## src/design/supervisor_pkg.sv

```systemverilog
// Register map, field positions, reset values and timing constants of the supervisor block.
package supervisor_pkg;
    localparam int          CLK_HZ              = 100_000_000;
    localparam logic [7:0]  SUPERVISOR_SETTING_ADDR = 8'h2D;
    localparam logic [7:0]  FAULT_FLAGS_ADDR    = 8'h2E;
    localparam logic [7:0]  POWER_GOOD_STATE_ADDR = 8'h2F;
    localparam int          BUCK_RST_BIT        = 7;
    localparam int          BUCKBOOST_RST_BIT   = 6;
    localparam int          RESET_TIME_BIT      = 5;
    localparam int          WDOG_PERIOD_LSB     = 3;
    localparam int          WDOG_ENABLE_BIT     = 2;
    localparam int          SHIP_ENABLE_BIT     = 1;
    localparam int          WDOG_SERVICE_BIT    = 0;
    localparam logic [7:0]  SETTING_RESET       = 8'h80;
    localparam logic [7:0]  SETTING_WRITE_MASK  = 8'hFE;
    localparam int          FAULT_BATT_UNDERVOLT_FAULT_BIT    = 7;
    localparam int          FAULT_WDOG_BIT      = 2;
    localparam int          FAULT_THERMAL_BIT   = 0;
    localparam logic [7:0]  FAULT_IMPL_MASK     = 8'hF5;
    localparam logic [7:0]  FAULT_RESET         = 8'h00;
    // Times in milliseconds, as printed; tick is one millisecond.
    localparam int          TICK_MS             = 1;
    localparam int          TICK_CYCLES         = CLK_HZ / 1000 * TICK_MS;
    localparam int          RESET_SHORT_MS      = 200;
    localparam int          RESET_LONG_MS       = 1600;
    localparam int          WDOG_P0_MS          = 12500;
    localparam int          WDOG_P1_MS          = 25600;
    localparam int          WDOG_P2_MS          = 50000;
    localparam int          WDOG_P3_MS          = 100000;
    localparam int          SHIP_PRESS_MS       = 12000;
    localparam int          DEGLITCH_MS         = 50;
endpackage

```

## src/design/ms_tick_divider.sv

```systemverilog
// Divider that turns the reference clock into a one-cycle millisecond enable.
`timescale 1ns/10ps
module ms_tick_divider #(
    parameter int DIVIDE = 100000
) (
    input  wire logic ref_clk,
    input  wire logic rst_n,
    output logic      tick
);
    logic [31:0] count_reg;
    wire         wrap = (count_reg == 32'(DIVIDE - 1));

    always_ff @(posedge ref_clk or negedge rst_n) begin
        if (!rst_n) begin
            count_reg <= 32'h0;
        end else begin
            count_reg <= wrap ? 32'h0 : count_reg + 32'h1;
        end
    end

    assign tick = wrap;

    chk_tick_single: assert property (@(posedge ref_clk) disable iff (!rst_n)
        tick |=> !tick or (DIVIDE == 1))
        else $error("tick lasted more than one cycle");
endmodule

```

## src/design/supervisor_watchdog_fault_status.sv

```systemverilog
// Supervisor, watchdog, shipment entry and fault/status registers of the power chip.
// Summary of operation
// - Bit 7 lets buck monitor drive reset.
// - Bit 6 lets buck-boost monitor drive reset.
// - Reset hold 200 ms or 1.6 s.
// - Bits 4:3 pick watchdog period.
// - Watchdog runs only when enabled, default off.
// - Long 12 s press enters shipment if enabled.
// - Service bit restarts watchdog, self-clears.
// - Faults stick until write-one or supply cycle.
// - Fault bits 7:4 latch battery protection events.
// - Fault bit 2 flags watchdog expiry.
// - Fault bit 0 flags thermal shutdown.
// - Status bit 5 shows deglitched press.
// - Status bit 4 shows charge complete.
// - Status bit 3 shows supply in range.
// - Status bit 2 shows battery above weak.
// - Status bit 1 shows buck-boost good.
// - Status bit 0 shows buck good.
`timescale 1ns/10ps
module supervisor_watchdog_fault_status
    import supervisor_pkg::*;
#(
    parameter int TICK_DIV = TICK_CYCLES
) (
    input  wire logic       ref_clk,
    input  wire logic       rst_n,
    input  wire logic       reg_wr,
    input  wire logic       reg_rd,
    input  wire logic [7:0] reg_addr,
    input  wire logic [7:0] reg_wdata,
    output logic      [7:0] reg_rdata,
    input  wire logic       manual_reset_input_n,
    input  wire logic       bus_supply_input,
    input  wire logic       supply_in_range_status,
    input  wire logic       charge_done_status,
    input  wire logic       battery_above_weak_status,
    input  wire logic       buckboost_good_status,
    input  wire logic       buck_good_status,
    input  wire logic       batt_undervolt_fault,
    input  wire logic       batt_discharge_overcurrent_fault,
    input  wire logic       batt_charge_overcurrent_fault,
    input  wire logic       batt_charge_overvolt_fault,
    input  wire logic       thermal_shutdown_flag,
    output logic            sys_reset_n,
    output logic            shipment_request
);
    ////////////////////////////////////////////////////////////////////////////
    typedef enum logic {RST_IDLE, RST_HOLD} rst_state_e;

    function automatic logic [16:0] wdog_limit(input logic [1:0] sel);
        case (sel)
            2'b00:   wdog_limit = 17'(WDOG_P0_MS);
            2'b01:   wdog_limit = 17'(WDOG_P1_MS);
            2'b10:   wdog_limit = 17'(WDOG_P2_MS);
            default: wdog_limit = 17'(WDOG_P3_MS);
        endcase
    endfunction

    logic [7:0]  setting_reg;
    logic [7:0]  fault_reg;
    logic [7:0]  fault_next;
    logic [16:0] wdog_count_reg;
    logic [13:0] press_count_reg;
    logic [10:0] hold_count_reg;
    logic        press_reg;
    logic        supply_reg;
    logic        wdog_fire;
    rst_state_e  rst_state_reg;
    logic        tick;

    ms_tick_divider #(.DIVIDE(TICK_DIV)) ms_tick_divider_inst (
        .ref_clk (ref_clk),
        .rst_n   (rst_n),
        .tick    (tick)
    );

    ////////////////////////////////////////////////////////////////////////////
    wire wr_setting    = reg_wr && (reg_addr == SUPERVISOR_SETTING_ADDR);
    wire wr_fault      = reg_wr && (reg_addr == FAULT_FLAGS_ADDR);
    wire wdog_service  = wr_setting && reg_wdata[WDOG_SERVICE_BIT];
    wire wdog_enable   = setting_reg[WDOG_ENABLE_BIT];
    wire [16:0] wdog_lim = wdog_limit(setting_reg[WDOG_PERIOD_LSB +: 2]);
    wire press_raw     = !manual_reset_input_n;
    wire supply_lost   = supply_reg && !bus_supply_input;

    always_ff @(posedge ref_clk or negedge rst_n) begin
        if (!rst_n) begin
            setting_reg <= SETTING_RESET;
        end else if (wr_setting) begin
            setting_reg <= reg_wdata & SETTING_WRITE_MASK;
        end
    end

    // The counter restarts on service or when disabled, so enabling always gives a full period.
    always_ff @(posedge ref_clk or negedge rst_n) begin
        if (!rst_n) begin
            wdog_count_reg <= 17'h0;
        end else if (!wdog_enable || wdog_service || wdog_fire) begin
            wdog_count_reg <= 17'h0;
        end else if (tick) begin
            wdog_count_reg <= wdog_count_reg + 17'h1;
        end
    end

    assign wdog_fire = wdog_enable && tick && (wdog_count_reg + 17'h1 >= wdog_lim);

    ////////////////////////////////////////////////////////////////////////////
    wire [7:0] fault_events = {batt_undervolt_fault, batt_discharge_overcurrent_fault,
                               batt_charge_overcurrent_fault, batt_charge_overvolt_fault,
                               1'b0, wdog_fire, 1'b0, thermal_shutdown_flag};
    wire [7:0] fault_clear  = wr_fault ? reg_wdata : 8'h00;

    // Events win over a simultaneous write-one clear so nothing is lost.
    always_comb begin
        fault_next = fault_reg & ~fault_clear;
        if (supply_lost) begin
            fault_next = FAULT_RESET;
        end
        fault_next = (fault_next | fault_events) & FAULT_IMPL_MASK;
    end

    always_ff @(posedge ref_clk or negedge rst_n) begin
        if (!rst_n) begin
            fault_reg  <= FAULT_RESET;
            supply_reg <= 1'b0;
        end else begin
            fault_reg  <= fault_next;
            supply_reg <= bus_supply_input;
        end
    end

    ////////////////////////////////////////////////////////////////////////////
    // Press counter; deglitched status after the short time, shipment after the long one.
    always_ff @(posedge ref_clk or negedge rst_n) begin
        if (!rst_n) begin
            press_count_reg  <= 14'h0;
            press_reg        <= 1'b0;
            shipment_request <= 1'b0;
        end else if (!press_raw) begin
            press_count_reg <= 14'h0;
            press_reg       <= 1'b0;
        end else if (tick) begin
            if (press_count_reg != 14'(SHIP_PRESS_MS)) begin
                press_count_reg <= press_count_reg + 14'h1;
            end
            if (press_count_reg + 14'h1 >= 14'(DEGLITCH_MS)) begin
                press_reg <= 1'b1;
            end
            if (press_count_reg + 14'h1 == 14'(SHIP_PRESS_MS) && setting_reg[SHIP_ENABLE_BIT]) begin
                shipment_request <= 1'b1;
            end
        end
    end

    ////////////////////////////////////////////////////////////////////////////
    wire monitor_fail = (setting_reg[BUCK_RST_BIT] && !buck_good_status)
                      || (setting_reg[BUCKBOOST_RST_BIT] && !buckboost_good_status);
    wire rst_cause    = monitor_fail || wdog_fire;
    wire [10:0] hold_lim = setting_reg[RESET_TIME_BIT] ? 11'(RESET_LONG_MS) : 11'(RESET_SHORT_MS);

    always_ff @(posedge ref_clk or negedge rst_n) begin
        if (!rst_n) begin
            rst_state_reg  <= RST_IDLE;
            hold_count_reg <= 11'h0;
        end else begin
            case (rst_state_reg)
                RST_IDLE: begin
                    hold_count_reg <= 11'h0;
                    if (rst_cause) begin
                        rst_state_reg <= RST_HOLD;
                    end
                end
                RST_HOLD: begin
                    // A fresh cause restarts the hold, so reset always lasts a full period after the last one.
                    if (rst_cause) begin
                        hold_count_reg <= 11'h0;
                    end else if (tick) begin
                        if (hold_count_reg + 11'h1 >= hold_lim) begin
                            rst_state_reg <= RST_IDLE;
                        end
                        hold_count_reg <= hold_count_reg + 11'h1;
                    end
                end
                default: rst_state_reg <= RST_IDLE;
            endcase
        end
    end

    assign sys_reset_n = (rst_state_reg == RST_IDLE);

    ////////////////////////////////////////////////////////////////////////////
    wire [7:0] status_word = {2'b00, press_reg, charge_done_status, supply_in_range_status,
                              battery_above_weak_status, buckboost_good_status,
                              buck_good_status};
    wire [7:0] read_mux = (reg_addr == SUPERVISOR_SETTING_ADDR) ? setting_reg :
                          (reg_addr == FAULT_FLAGS_ADDR)        ? fault_reg   :
                          (reg_addr == POWER_GOOD_STATE_ADDR)   ? status_word : 8'h00;

    always_ff @(posedge ref_clk or negedge rst_n) begin
        if (!rst_n) begin
            reg_rdata <= 8'h00;
        end else if (reg_rd) begin
            reg_rdata <= read_mux;
        end
    end

    ////////////////////////////////////////////////////////////////////////////
    chk_service_self_clear: assert property (@(posedge ref_clk) disable iff (!rst_n)
        wdog_service |=> (setting_reg[WDOG_SERVICE_BIT] == 1'b0) && (wdog_count_reg == 17'h0))
        else $error("service did not restart watchdog");
    chk_wdog_disabled_idle: assert property (@(posedge ref_clk) disable iff (!rst_n)
        !wdog_enable |-> !wdog_fire)
        else $error("watchdog fired while disabled");
    chk_wdog_fault_set: assert property (@(posedge ref_clk) disable iff (!rst_n)
        wdog_fire |=> fault_reg[FAULT_WDOG_BIT])
        else $error("watchdog expiry not latched");
    chk_fault_sticky: assert property (@(posedge ref_clk) disable iff (!rst_n)
        (fault_reg[FAULT_BATT_UNDERVOLT_FAULT_BIT] && !wr_fault && !supply_lost) |=> fault_reg[FAULT_BATT_UNDERVOLT_FAULT_BIT])
        else $error("fault flag dropped without clear");
    chk_fault_w1c: assert property (@(posedge ref_clk) disable iff (!rst_n)
        (wr_fault && reg_wdata[FAULT_THERMAL_BIT] && !thermal_shutdown_flag) |=> !fault_reg[FAULT_THERMAL_BIT])
        else $error("write one did not clear fault");
    chk_thermal_latch: assert property (@(posedge ref_clk) disable iff (!rst_n)
        thermal_shutdown_flag |=> fault_reg[FAULT_THERMAL_BIT] && !fault_reg[1] && !fault_reg[3])
        else $error("thermal fault not latched");
    chk_reset_on_fail: assert property (@(posedge ref_clk) disable iff (!rst_n)
        monitor_fail |=> !sys_reset_n)
        else $error("reset not asserted on monitor fail");
    chk_ship_blocked: assert property (@(posedge ref_clk) disable iff (!rst_n)
        (!setting_reg[SHIP_ENABLE_BIT] && !shipment_request) |=> !shipment_request)
        else $error("shipment entered while blocked");
    chk_buck_status: assert property (@(posedge ref_clk) disable iff (!rst_n)
        (reg_rd && reg_addr == POWER_GOOD_STATE_ADDR) |=> reg_rdata[0] == $past(buck_good_status))
        else $error("buck status read wrong");

    ////////////////////////////////////////////////////////////////////////////
    // Period, hold and press checks count ticks, so they still hold at a short simulation divide.
    chk_wdog_period_p0: assert property (@(posedge ref_clk) disable iff (!rst_n)
        (setting_reg[WDOG_PERIOD_LSB +: 2] == 2'b00) |-> (wdog_lim == 17'(WDOG_P0_MS)))
        else $error("watchdog period code 0 wrong");
    chk_wdog_period_p1: assert property (@(posedge ref_clk) disable iff (!rst_n)
        (setting_reg[WDOG_PERIOD_LSB +: 2] == 2'b01) |-> (wdog_lim == 17'(WDOG_P1_MS)))
        else $error("watchdog period code 1 wrong");
    chk_wdog_period_p2: assert property (@(posedge ref_clk) disable iff (!rst_n)
        (setting_reg[WDOG_PERIOD_LSB +: 2] == 2'b10) |-> (wdog_lim == 17'(WDOG_P2_MS)))
        else $error("watchdog period code 2 wrong");
    chk_wdog_period_p3: assert property (@(posedge ref_clk) disable iff (!rst_n)
        (setting_reg[WDOG_PERIOD_LSB +: 2] == 2'b11) |-> (wdog_lim == 17'(WDOG_P3_MS)))
        else $error("watchdog period code 3 wrong");
    chk_wdog_restart_expiry: assert property (@(posedge ref_clk) disable iff (!rst_n)
        wdog_fire |=> (wdog_count_reg == 17'h0))
        else $error("watchdog did not restart after expiry");
    chk_wdog_idle_count: assert property (@(posedge ref_clk) disable iff (!rst_n)
        !wdog_enable |=> (wdog_count_reg == 17'h0))
        else $error("watchdog counted while disabled");
    chk_reset_on_wdog: assert property (@(posedge ref_clk) disable iff (!rst_n)
        wdog_fire |=> !sys_reset_n)
        else $error("reset not asserted on watchdog expiry");
    chk_reset_stays_low: assert property (@(posedge ref_clk) disable iff (!rst_n)
        (!sys_reset_n && rst_cause) |=> !sys_reset_n)
        else $error("reset released while cause present");
    chk_reset_hold_time: assert property (@(posedge ref_clk) disable iff (!rst_n)
        $rose(sys_reset_n) |-> (hold_count_reg >= hold_lim))
        else $error("reset released before hold time");
    chk_monitor_masked: assert property (@(posedge ref_clk) disable iff (!rst_n)
        (!setting_reg[BUCK_RST_BIT] && !setting_reg[BUCKBOOST_RST_BIT] && !wdog_fire && sys_reset_n)
        |=> sys_reset_n)
        else $error("disabled monitor asserted reset");
    chk_press_status_clear: assert property (@(posedge ref_clk) disable iff (!rst_n)
        !press_raw |=> !press_reg)
        else $error("press status kept after release");
    chk_press_deglitch_time: assert property (@(posedge ref_clk) disable iff (!rst_n)
        $rose(press_reg) |-> (press_count_reg == 14'(DEGLITCH_MS)))
        else $error("press status at wrong time");
    chk_ship_press_time: assert property (@(posedge ref_clk) disable iff (!rst_n)
        $rose(shipment_request) |-> (press_count_reg == 14'(SHIP_PRESS_MS)))
        else $error("shipment entered at wrong time");
    chk_ship_request_sticky: assert property (@(posedge ref_clk) disable iff (!rst_n)
        shipment_request |=> shipment_request)
        else $error("shipment request dropped");
    chk_fault_supply_clear: assert property (@(posedge ref_clk) disable iff (!rst_n)
        (supply_lost && !batt_undervolt_fault) |=> !fault_reg[FAULT_BATT_UNDERVOLT_FAULT_BIT])
        else $error("supply cycle did not clear fault");
    chk_undervolt_latch: assert property (@(posedge ref_clk) disable iff (!rst_n)
        batt_undervolt_fault |=> fault_reg[FAULT_BATT_UNDERVOLT_FAULT_BIT])
        else $error("undervoltage fault not latched");
    chk_discharge_oc_latch: assert property (@(posedge ref_clk) disable iff (!rst_n)
        batt_discharge_overcurrent_fault |=> fault_reg[6])
        else $error("discharge overcurrent not latched");
    chk_charge_oc_latch: assert property (@(posedge ref_clk) disable iff (!rst_n)
        batt_charge_overcurrent_fault |=> fault_reg[5])
        else $error("charge overcurrent not latched");
    chk_charge_ov_latch: assert property (@(posedge ref_clk) disable iff (!rst_n)
        batt_charge_overvolt_fault |=> fault_reg[4])
        else $error("charge overvoltage not latched");
    chk_status_read_live: assert property (@(posedge ref_clk) disable iff (!rst_n)
        (reg_rd && reg_addr == POWER_GOOD_STATE_ADDR) |=> reg_rdata[4:1] == $past({charge_done_status,
            supply_in_range_status, battery_above_weak_status, buckboost_good_status}))
        else $error("live status read wrong");
    chk_status_press_bit: assert property (@(posedge ref_clk) disable iff (!rst_n)
        (reg_rd && reg_addr == POWER_GOOD_STATE_ADDR) |=> (reg_rdata[7:5] == {2'b00, $past(press_reg)}))
        else $error("press status read wrong");
endmodule

```

## config.mk

```make
export PLATFORM = sky130hd
export DESIGN_NAME = supervisor_watchdog_fault_status
export DESIGN_NICKNAME = d
export VERILOG_FILES = /design/src/design/supervisor_pkg.sv /design/src/design/ms_tick_divider.sv /design/src/design/supervisor_watchdog_fault_status.sv
export SDC_FILE = /design/constraint.sdc
export NUM_CORES = 1
export LEC_CHECK = 0
export BUFFER_PORTS_ARGS = -buffer_cell sky130_fd_sc_hd__buf_4
export CAP_MARGIN = 20
export CORE_MARGIN = 10
export CORE_UTILIZATION = 33
export DETAILED_ROUTE_END_ITERATION = 12
export HOLD_SLACK_MARGIN = 0.06
export PLACE_DENSITY = 0.46
export SYNTH_ARGS = -nofsm -noshare
export SYNTH_HDL_FRONTEND = slang
export SYNTH_SLANG_ARGS = --single-unit
```

## constraint.sdc

```tcl
create_clock -name ref_clk -period 3.6 [get_ports ref_clk]
set_input_delay 0.18 -clock ref_clk [delete_from_list [all_inputs] [get_ports ref_clk]]
set_output_delay 0.18 -clock ref_clk [all_outputs]
set_load 0.05 [all_outputs]
```

==> flow_metrics.env <==
export IMPL_status="finished clean"
export IMPL_largest_reg_flops=32
export IMPL_cts_sinks=99
export IMPL_crit_fanout=11
export IMPL_diodes=0
export IMPL_slew_violations=0
export IMPL_p_sw_share_pct=26.1
export IMPL_drtIter0Drc=338
export IMPL_wl_um=15500
export IMPL_wl_per_cell_um=16.1
export IMPL_multi_input_area_um2=3360
export IMPL_path_clk_slew_ns=0.07
export IMPL_ios=42
export IMPL_postCtsSetupBuffers=0
export IMPL_yosysMostFrequentCell="dfrtp_1"
export IMPL_drc=0
export IMPL_overflow=0
export IMPL_required_ns=3.87
export IMPL_std_cell_rows=49
export IMPL_timing_fmax_ghz=0.309
export IMPL_syn_area_um2=6100
export IMPL_grt_setup_unrepaired="no"
export IMPL_area_delta_synth_final_pct=15.9
export IMPL_syn_avg_cell_area_um2=8.91
export IMPL_clk_latency_ns=0.35
export IMPL_yosysUniqueCellTypes=70
export IMPL_pre_cts_slack_ns=0.382
export IMPL_drive_above_1_share_pct=14.3
export IMPL_leakagePower_nw=3.07
export IMPL_grt_usage_pct=13.2
export IMPL_place_gp_congestion=0.810
export IMPL_grt_pass1_vias=5109
export IMPL_intPower_w=0.00180
export IMPL_crit_type="reg -> reg"
export IMPL_ff2ff_setup_slack_ns=0.36
export IMPL_nets=792
export IMPL_first_pass_iters=5
export IMPL_comb_power_share_pct=10.9
export IMPL_initial_core_util_pct=33.7
export IMPL_post_route_period_util_pct=90.0
export IMPL_async_reset_ff_share_pct=100
export IMPL_die_w_um=156
export IMPL_grt_max_degree=62
export IMPL_synth_edff_count=0
export IMPL_finalCriticalPeriod_ns=3.24
export IMPL_crit_path_start_kind="flip-flop"
export IMPL_setup_tns_ns=0
export IMPL_irDropWorstVdd_v=0.000223
export IMPL_ys_top_cells_by_count="dfrtp_1 (98), nand2_1 (90), nor2_1 (46)"
export IMPL_min_path_type="in -> reg"
export IMPL_cts_root_buf="clkbuf_16"
export IMPL_worst_path_max_delay_cell="or3_2"
export IMPL_ys_warn_count=0
export IMPL_worstRegToRegCells=12
export IMPL_die_h_um=156
export IMPL_fin_worst_skew_ns=0.0138
export IMPL_vias_per_cell=5.25
export IMPL_synth_net_count=746
export IMPL_synth_top_flop_cell="dfrtp_1"
export IMPL_syn_inst=684
export IMPL_cp_end_kind="flip-flop"
export IMPL_port_buffers=41
export IMPL_synth_seq_cells=99
export IMPL_die_area_um2=24300
export IMPL_worst_ep_arrival_time_ns=3.51
export IMPL_numCtsBuffers=9
export IMPL_switchingPower_w=0.000635
export IMPL_vias=5065
export IMPL_grt_pass1_wl_um=26500
export IMPL_relSlewSlack_pct=43.9
export IMPL_core_area_um2=18100
export IMPL_drv_cap=0
export IMPL_power_frac_seq_pct=48.6
export IMPL_holdPathStages=2
export IMPL_nFillCells=1807
export IMPL_powerDensity_nw_per_um2=344
export IMPL_cts_max_level=3
export IMPL_synth_seq_area_share_pct=40.7
export IMPL_crit_chain="nand4_4 -> or3_2 -> or3_1 -> nand2_1 -> ha_1 -> nand4_1 -> nor2_1 -> and3_4 -> a211oi_4 -> buf_4 -> o211ai_1 -> a21oi_1"
export IMPL_hold_slack_ns=0.0782
export IMPL_grt_antenna_before_repair=0
export IMPL_ant_nets=0
export IMPL_cts_tree="yes"
export IMPL_dp_hpwl_um=11100
export IMPL_synthTopCellsByArea="dfrtp_1 (40%), ha_1 (6.2%), nand2_1 (5.5%)"
export IMPL_synth_top_area_share_pct=40.2
export IMPL_max_stage_delay_ns=0.54
export IMPL_yosysTopAreaCell="dfrtp_1"
export IMPL_hold_viol_final=0
export IMPL_setup_viol=0
export IMPL_clockBufferDepth=2
export IMPL_pwr_share_clk_pct=40.5
export IMPL_cts_hold_buf=10
export IMPL_post_cts_resize_count=0
export IMPL_seqCellArea_um2=2480
export IMPL_tightest_slew_ns=0.842
export IMPL_worst_slack_ns=0.359
layer usage:
metal,routed length (µm),track usage [%]
met1,8000,18.4
met2,6710,20.2
met3,681,2.89
met4,149,3.10
met5,0,0
final timing paths:
check	startpoint	endpoint
setup / recovery	wdog_count_reg[2]$_DFFE_PN0P_	hold_count_reg[10]$_DFFE_PN0P_
hold / removal	reg_wdata[4]	setting_reg[4]$_DFFE_PN0P_
setup reg to reg	wdog_count_reg[2]$_DFFE_PN0P_	hold_count_reg[10]$_DFFE_PN0P_
hold reg to reg	shipment_request$_DFFE_PN0P_	shipment_request$_DFFE_PN0P_
max in group asynchronous	rst_n	press_count_reg[3]$_DFFE_PN0P_
min in group asynchronous	rst_n	wdog_count_reg[13]$_DFFE_PN0P_
final cells by class:
type | instances | share of cell area [%]
clock buffers | 10 | 3.24
clock inverters | 6 | 0.938
inverters | 29 | 1.54
multi-input cells | 522 | 47.5
flip-flops and latches | 99 | 35.1
well taps | 229 | 4.05
repair buffers | 69 | 7.68
cell families (layout without fill, tap and decap cells):
| kind of cell | after synthesis | in the layout | share of synthesized area (%) |
|---|---|---|---|
| AOI/OAI and AO/OA | 131 | 131 | 14.5 |
| xor gates and xnor gates | 54 | 54 | 7.76 |
| adders and majority gates | 30 | 30 | 6.16 |
| buffers and inverters | 63 | 114 | 4.37 |
| DFF | 99 | 99 | 40.7 |
| muxes | 7 | 7 | 1.29 |
| and+or+nand+nor | 300 | 300 | 25.3 |
power by group through the flow:
stage / Combinational [W] / Clock, W / Sequential, W
2_1_floorplan: 0.000136 / 0 / 0.00122
3_3_place_gp: 0.000255 / 0 / 0.00120
3_5_place_dp: 0.000261 / 0 / 0.00120
4_1_cts: 0.000271 / 0.00103 / 0.00118
5_1_grt: 0.000306 / 0.00107 / 0.00119
6_report: 0.000266 / 0.000985 / 0.00118
through the flow:
stage / total power [W] / cells / util (%) / cell area (µm²)
CTS: 0.00248 / 964 / 39.1 / 7070
detailed placement: 0.00147 / 938 / 36.9 / 6670
global route: 0.00256 / 964 / 39.1 / 7070
floorplan: 0.00135 / 684 / - / 6100
finish: 0.00243 / 964 / 39.1 / 7070
global placement: 0.00146 / 938 / 36.9 / 6670
layout by cell type (no fill, tap or decap), types with 3 or more instances in the layout:
cell           instances
a21oi_1               29
a22oi_1                5
a31o_2                 7
a41oi_1                4
and2_1                 6
and3_1                10
and4_1                 4
buf_4                 59
clkbuf_16              9
clkinv_4               3
dfrtp_1               98
dlygate4sd3_1         10
ha_1                  30
inv_1                 29
mux2_2                 7
nand2_1               90
nand2b_1               4
nand3_1               42
nand4_1               16
nor2_1                46
nor2b_1                3
nor3_1                25
nor3b_1                8
nor4_1                18
nor4b_1                5
o211ai_1               5
o21ai_0               34
o21ai_1                4
o22ai_1                6
o31ai_1                8
or3_1                  6
or3_2                  3
xnor2_1               33
xor2_1                21
worst max-delay path: cells and delay by family (launching register included):
family                     cells  cell delay [ns]
DFF                            1             0.51
and+or+nand+nor                7             1.66
AOI/OAI and AO/OA              3             0.53
buffers and inverters          1             0.23
adders and majority gates      1             0.23
Power figures use the tool's default switching activity.
